`config.mk`:
```
export PLATFORM = sky130hd
export DESIGN_NAME = system_control_reset_sleep_regs
export DESIGN_NICKNAME = d
export VERILOG_FILES = /design/src/pkg/sysctl_pkg.sv /design/src/logic/system_control_reset_sleep_regs.sv
export VERILOG_INCLUDE_DIRS = /design/src /design/src/pkg
export SDC_FILE = /design/constraint.sdc
export NUM_CORES = 1
export LEC_CHECK = 0
export BUFFER_PORTS_ARGS = -buffer_cell sky130_fd_sc_hd__buf_4
export CAP_MARGIN = 20
export CORE_ASPECT_RATIO = 0.8
export CORE_MARGIN = 2
export CORE_UTILIZATION = 43
export DETAILED_ROUTE_END_ITERATION = 10
export HOLD_SLACK_MARGIN = 0.06
export PLACE_DENSITY_LB_ADDON = 0.2
export SLEW_MARGIN = 10
export SYNTH_ARGS = -nofsm -noshare
export SYNTH_HDL_FRONTEND = slang
export SYNTH_SLANG_ARGS = --single-unit
```
`constraint.sdc`:
```
create_clock -name clk -period 2.9 [get_ports clk]
set_input_delay 0 -clock clk [delete_from_list [all_inputs] [get_ports clk]]
set_output_delay 0 -clock clk [all_outputs]
set_load 0.03 [all_outputs]
```
`src/pkg/sysctl_regs.svh`:
```
`ifndef SYSCTL_REGS_SVH
`define SYSCTL_REGS_SVH

// Register byte offsets
`define OFS_APP_IRC 8'h00
`define OFS_LOW_POWER 8'h04

// Key handling
`define KEY_HI 31
`define KEY_LO 16
`define WRITE_UNLOCK_KEY 16'h05fa
`define KEY_STATUS_READBACK 16'hfa05

// Application interrupt and reset control fields
`define BIT_ENDIAN 15
`define SPLIT_HI 10
`define SPLIT_LO 8
`define BIT_RESET_REQ 2
`define BIT_DBG_CLR_ACTIVE 1
`define BIT_DBG_LOCAL_RESET 0
`define SPLIT_RESET 3'h0

// Low-power control fields
`define BIT_WAKE_ANY_PEND 4
`define BIT_DEEP_SLEEP 2
`define BIT_SLEEP_AFTER_RET 1
`define LOW_POWER_RESET 3'h0

`endif

```
`src/pkg/sysctl_pkg.sv`:
```
package sysctl_pkg;

  // Wishbone request from master
  typedef struct packed {
    logic cyc;
    logic stb;
    logic we;
    logic [7:0] adr;
    logic [3:0] sel;
    logic [31:0] dat;
  } wb_req_t;

  // Wishbone answer from slave
  typedef struct packed {
    logic ack;
    logic [31:0] dat;
  } wb_rsp_t;

  // Core power state
  typedef enum logic [1:0] {
    st_run = 2'b00,
    st_sleep = 2'b01,
    st_deep = 2'b10,
    st_wait = 2'b11
  } power_state_t;

endpackage

```
`src/logic/system_control_reset_sleep_regs.sv`:
```
// Our own choices: the Wishbone register port and the register offsets.
`include "sysctl_regs.svh"
// How it works
// - Control-word writes without unlock key are discarded; low-power writes need no key
// - Upper half reads key status pattern
// - Byte-order flag bit 15 reads zero
// - Three-bit priority split field, read-write
// - Split value n: subpriority bits n..0
// - Preemption compares group portion only
// - Keyed one pulses reset request; reads zero
// - Debug bits read zero, writes ignored
// - Clear: only enabled interrupts wake
// - Set: any pending interrupt also wakes
// - Pending event wakes or latches for wait
// - Send-event or external event ends wait
// - Deep-sleep bit chooses sleep or deep
// - Sleep-on-exit sleeps on handler return
module system_control_reset_sleep_regs #(
  parameter int PRIO_BITS = 8
) (
  // Clock and reset
  input wire logic clk,
  input wire logic reset,
  // Wishbone slave
  input wire sysctl_pkg::wb_req_t wb_req,
  output sysctl_pkg::wb_rsp_t wb_rsp,
  // Priority comparison for preemption
  input wire logic [7:0] active_priority,
  input wire logic [7:0] pending_priority,
  output logic preempt,
  // Wake sources from the core
  input wire logic irq_pending_rise,
  input wire logic irq_rise_enabled,
  input wire logic event_in,
  input wire logic send_event_instruction,
  input wire logic wait_for_event_instruction,
  input wire logic wfi_instruction,
  input wire logic handler_return_to_thread,
  // Power management side
  output logic system_reset_request,
  output logic sleep_req,
  output logic deep_sleep_req,
  output logic waiting_event,
  output logic wake
);
  import sysctl_pkg::*;

  // Ports and mask are 8 bits wide; other widths are not served
  if (PRIO_BITS != 8)
  begin : g_prio_check
    $error("PRIO_BITS must be 8");
  end

  logic [2:0] priority_split_select;
  logic wake_on_any_pending;
  logic deep_sleep_select;
  logic sleep_after_handler_return;
  logic event_latch;
  logic ack_q;
  power_state_t state;
  power_state_t next_state;
  logic req;
  logic wr_app;
  logic wr_lp;
  logic [PRIO_BITS-1:0] group_mask;
  logic [7:0] group_pend;
  logic [7:0] group_act;
  logic [31:0] rd_word;
  logic [31:0] rsp_dat;
  logic key_ok;
  logic pend_event;
  logic wake_event;
  logic sleep_entry;

  // Single-cycle request, one ack per access
  assign req = wb_req.cyc && wb_req.stb && !ack_q;
  // Key sits in the upper half; both upper lanes must carry it
  assign key_ok = wb_req.sel[3] && wb_req.sel[2]
    && wb_req.dat[`KEY_HI:`KEY_LO] == `WRITE_UNLOCK_KEY;
  // Unkeyed writes are still acked, just not applied
  assign wr_app = req && wb_req.we && wb_req.adr == `OFS_APP_IRC && key_ok;
  assign wr_lp = req && wb_req.we && wb_req.adr == `OFS_LOW_POWER && wb_req.sel[0];

  // Ack register
  always_ff @(posedge clk)
  begin
    if (reset)
    begin
      ack_q <= 1'b0;
    end
    else
    begin
      ack_q <= req;
    end
  end

  // Read mux; reserved, write-only and unmapped positions read zero
  always_comb
  begin
    rd_word = 32'h0000_0000;
    case (wb_req.adr)
      `OFS_APP_IRC:
      begin
        rd_word[`KEY_HI:`KEY_LO] = `KEY_STATUS_READBACK;
        rd_word[`BIT_ENDIAN] = 1'b0;
        rd_word[`SPLIT_HI:`SPLIT_LO] = priority_split_select;
        rd_word[`BIT_RESET_REQ] = 1'b0;
        rd_word[`BIT_DBG_CLR_ACTIVE] = 1'b0;
        rd_word[`BIT_DBG_LOCAL_RESET] = 1'b0;
      end
      `OFS_LOW_POWER:
      begin
        rd_word[`BIT_WAKE_ANY_PEND] = wake_on_any_pending;
        rd_word[`BIT_DEEP_SLEEP] = deep_sleep_select;
        rd_word[`BIT_SLEEP_AFTER_RET] = sleep_after_handler_return;
      end
      default:
      begin
        rd_word = 32'h0000_0000;
      end
    endcase
  end

  // Read data register, loaded on every take so it stands with ack
  always_ff @(posedge clk)
  begin
    if (reset)
    begin
      rsp_dat <= 32'h0000_0000;
    end
    else if (req)
    begin
      rsp_dat <= rd_word;
    end
  end

  // One driver for the whole answer struct
  assign wb_rsp = '{ack: ack_q, dat: rsp_dat};

  // Priority split field
  always_ff @(posedge clk)
  begin
    if (reset)
    begin
      priority_split_select <= `SPLIT_RESET;
    end
    else if (wr_app && wb_req.sel[1])
    begin
      priority_split_select <= wb_req.dat[`SPLIT_HI:`SPLIT_LO];
    end
  end

  // Reset request pulse; debug bits are not acted on
  always_ff @(posedge clk)
  begin
    if (reset)
    begin
      system_reset_request <= 1'b0;
    end
    else
    begin
      // Writing zero leaves nothing pending; outer system handles debug exemption
      system_reset_request <= wr_app && wb_req.sel[0] && wb_req.dat[`BIT_RESET_REQ];
    end
  end

  // Low-power control bits
  always_ff @(posedge clk)
  begin
    if (reset)
    begin
      {wake_on_any_pending, deep_sleep_select, sleep_after_handler_return} <= `LOW_POWER_RESET;
    end
    else if (wr_lp)
    begin
      wake_on_any_pending <= wb_req.dat[`BIT_WAKE_ANY_PEND];
      deep_sleep_select <= wb_req.dat[`BIT_DEEP_SLEEP];
      sleep_after_handler_return <= wb_req.dat[`BIT_SLEEP_AFTER_RET];
    end
  end

  // Group mask: bits above n form the group
  genvar gi;
  generate
    for (gi = 0; gi < PRIO_BITS; gi++)
    begin : g_mask
      assign group_mask[gi] = (3'(gi) > priority_split_select) && (gi != 0);
    end
  endgenerate

  // Subpriority bits masked off before the compare
  assign group_pend = pending_priority & group_mask;
  assign group_act = active_priority & group_mask;

  // Lower group value preempts; equal groups never do
  always_ff @(posedge clk)
  begin
    if (reset)
    begin
      preempt <= 1'b0;
    end
    else
    begin
      preempt <= group_pend < group_act;
    end
  end

  // Which pending edges count as wake events
  assign pend_event = wake_on_any_pending ? irq_pending_rise : irq_rise_enabled;
  assign wake_event = pend_event || event_in || send_event_instruction;
  // Sleep on wait-for-interrupt, or on handler return when armed
  assign sleep_entry = wfi_instruction || (handler_return_to_thread && sleep_after_handler_return);

  // Event latch: set wins over the consume by a wait
  always_ff @(posedge clk)
  begin
    if (reset)
    begin
      event_latch <= 1'b0;
    end
    else if (wake_event && state != st_wait)
    begin
      event_latch <= 1'b1;
    end
    else if (wait_for_event_instruction && state == st_run)
    begin
      // A wait that finds the latch set consumes it
      event_latch <= 1'b0;
    end
  end

  // Power state selection
  always_comb
  begin
    next_state = state;
    case (state)
      st_run:
      begin
        // An event in this very cycle ends the wait before it starts
        if (wait_for_event_instruction && !event_latch && !wake_event)
        begin
          next_state = st_wait;
        end
        else if (sleep_entry)
        begin
          next_state = deep_sleep_select ? st_deep : st_sleep;
        end
      end
      st_wait:
      begin
        // Pending edge, send-event or external event
        if (wake_event)
        begin
          next_state = st_run;
        end
      end
      st_sleep, st_deep:
      begin
        // Send-event alone does not end a sleep
        if (pend_event || event_in)
        begin
          next_state = st_run;
        end
      end
      default:
      begin
        next_state = st_run;
      end
    endcase
  end

  // State register
  always_ff @(posedge clk)
  begin
    if (reset)
    begin
      state <= st_run;
    end
    else
    begin
      state <= next_state;
    end
  end

  // Wake pulse on any return to run, one cycle long
  always_ff @(posedge clk)
  begin
    if (reset)
    begin
      wake <= 1'b0;
    end
    else
    begin
      wake <= (state != st_run) && (next_state == st_run);
    end
  end

  assign sleep_req = (state == st_sleep);
  assign deep_sleep_req = (state == st_deep);
  assign waiting_event = (state == st_wait);

endmodule

```
==> results.cfg <==
[timing]
setup_viol = 0
fin_ws_ns = 1.083
relSlewSlack_pct = 60.96
finalHoldViolations = 0
fin_crit_ns = 1.817
skew_ns = 0.002224
tns_ns = 0
period_share_pct = 62.66
grt_setup_unrepaired = no
final-max-slew-violation-count = 0
fmax_mhz = 550.3
tightest_slew_ns = 0.5803

[logic_synthesis]
dominantRegCellSynth = dfxtp_1
ys_top_cells_by_count = buf_4 (26), dfxtp_1 (20), nor2_1 (15)
synth_top_area_share_pct = 28.14
netlist-cell-type-count = 40
synth_most_common_cell = buf_4
syn_area_per_cell_um2 = 8.368
syn_area_mm2 = 0.001423
async_flop_share_pct = 0
synthCells = 170
synth_area_leader_cell = dfxtp_1
seq_area_frac_synth_pct = 28.14
synth-seq-cells = 20
synth.area.top_cells = dfxtp_1 (28%), buf_4 (14%), ha_1 (9.7%)
ys_warn_count = 0
synth_edf_count = 0

[floorplan]
die-area_mm2 = 0.003787
fp.dieW_um = 68.31
die_y_um = 55.45
core.rowCount = 18
coreArea_mm2 = 0.003131
start_util_pct = 45.44
io_pins = 111

[setup_path]
slowest_stage = dfxtp_1
path_cells = o21ai_0 > and2_1 > ha_1 > and4_1 > a211oi_1 > and3_1
slowest_delay_ns = 0.49
crit_family = simple AND/OR/NAND/NOR gates
critPathLaunch = priority_split_select[2]
cp-endpoint = preempt
start_kind = flop
worstReg2RegStart = priority_split_select[2]
r2r_setup_slack_ns = 1.08
timing.rr.end = preempt
crit_fanout = 9
worst_ep_required_time_ns = 3.10
arrival_ns = 2.02
path_buf_inv = 0
crit_type = reg2reg
cp.depth = 6
r2r_cells = 6
crit_path_end_kind = flop

[clocking]
cts_tree = built
ctsHtreeMaxLevel = 1
cts_buffers = 3
post_cts_buffers = 0
cts.clk_slew.worst_paths_ns = 0.07
postCtsHoldBufs = 8
cts_root_buffer = clkbuf_8
insertion_delay_ns = 0.26
clock-sinks = 20
cts.repair.resized = 0
cts_max_path_buffers = 2

[job]
maxCapViolCount = 0

[finish]
final_design_area_no_fill_mm2 = 0.002062
area_delta_synth_final_pct = 44.94
nets = 333
final_util_pct = 65.87
drive_above_1_share_pct = 35.34
antennaDiodeCount = 0

[pwr]
p_int_uw = 531.2
peakVddDrop_mv = 0.4023
power_frac_clock_pct = 26.9
power_switching_uw = 245.9
power_density_mw_per_mm2 = 376.9
combPwrFrac_pct = 34.3
leakage_uw = 0.0009529
p_sw_share_pct = 31.64
seqPwrFrac_pct = 38.8
power_uw = 777.1

[global_route]
grt_pass1_wl_um = 5430
track_usage_pct = 18.15
first_global_vias = 1243
antenna_found_initial = 0
grt.overflow.total = 0
grt_max_degree = 21

[drt]
routed_wl_um = 3479
drt_iter0_markers = 17
drc = 0
post_drt_wl_per_cell_um = 12.04
dr.pass1.iters = 4
routed_via_density = 4.893
ant_nets = 0
vias = 1414

[hold_path]
hold_class = in2reg

[placement]
io_buffers = 80
gp_congestion = 0.7995
placed_area_mm2 = 0.001927
pre_cts_slack_ns = 1.117
detailed_place_hpwl_um = 2856

[run_status]
status = finished, final reports clean
worst min-delay path by stage:
stage,to,cells after the start,from
after detailed placement,sleep_after_handler_return,3,wb_req[1]
final,priority_split_select[1],2,reset
after floorplan,system_reset_request,2,wb_req[2]
after global placement,sleep_after_handler_return,3,wb_req[1]
after CTS,priority_split_select[2],2,reset
after global routing,rsp_dat[1],2,reset
final cells by class:
type,instances,area [µm²]
fillers,287,1069
well taps,40,50.05
multi-input cells,133,860.8
clock buffers,4,55.05
flip-flops and latches,20,400.4
inverters,4,15.01
repair buffers,88,680.7
power by group through the flow:
stage	Combinational, µW	Clock [µW]	Sequential, µW
final	267	209	302
after detailed placement	259	0	308
after global routing	292	222	304
after floorplan	172	0	314
after global placement	257	0	308
after CTS	268	214	302
layer usage:
metal	GRT usage [%]	routed length (µm)	up-vias
met4	2.571	8	0
met1	25.73	1605	613
met5	0	0	-
li1	-	-	741
met2	27.88	1554	58
met3	5.092	310	2
flip-flops by register name (all words and copies together) (netlist names):
register                    cells
preempt                         1
priority_split_select           3
ack_q                           1
wake_on_any_pending             1
wake                            1
deep_sleep_select               1
sleep_after_handler_return      1
system_reset_request            1
rsp_dat                         7
state                           2
event_latch                     1
stage by stage:
step                instances  hold slack (ns)
floorplan                 187           0.1194
global placement          277           0.2343
detailed placement        277           0.2417
CTS                       289          0.06573
global route              289          0.08043
finish                    289          0.06707
kinds of logic after synthesis:
kind of cell,Yosys count,share of synthesized area [%]
flops,20,28.14
compound gates,31,14.25
other cells,1,0.2636
simple gates,69,28.94
fa+ha+maj,11,9.674
mux,4,2.902
buf+inv,34,15.83
cells in the final DEF (no fill, tap or decap), types with 2 or more instances in the layout:
master	count
nand4_1	5
nor2b_1	3
nor4_1	5
mux2i_1	3
inv_1	4
dfxtp_1	20
nor2_1	15
and4_1	2
nand2b_1	3
nand4bb_1	2
a21oi_1	10
nor3_1	3
a22oi_1	6
o21ai_0	2
or3_1	2
and2_1	5
a211oi_1	6
o31ai_1	3
nand2_1	12
nand3_1	2
dlygate4sd3_1	8
clkbuf_8	4
buf_4	80
conb_1	18
ha_1	11
Note: power is estimated with default switching activity, not from simulation.
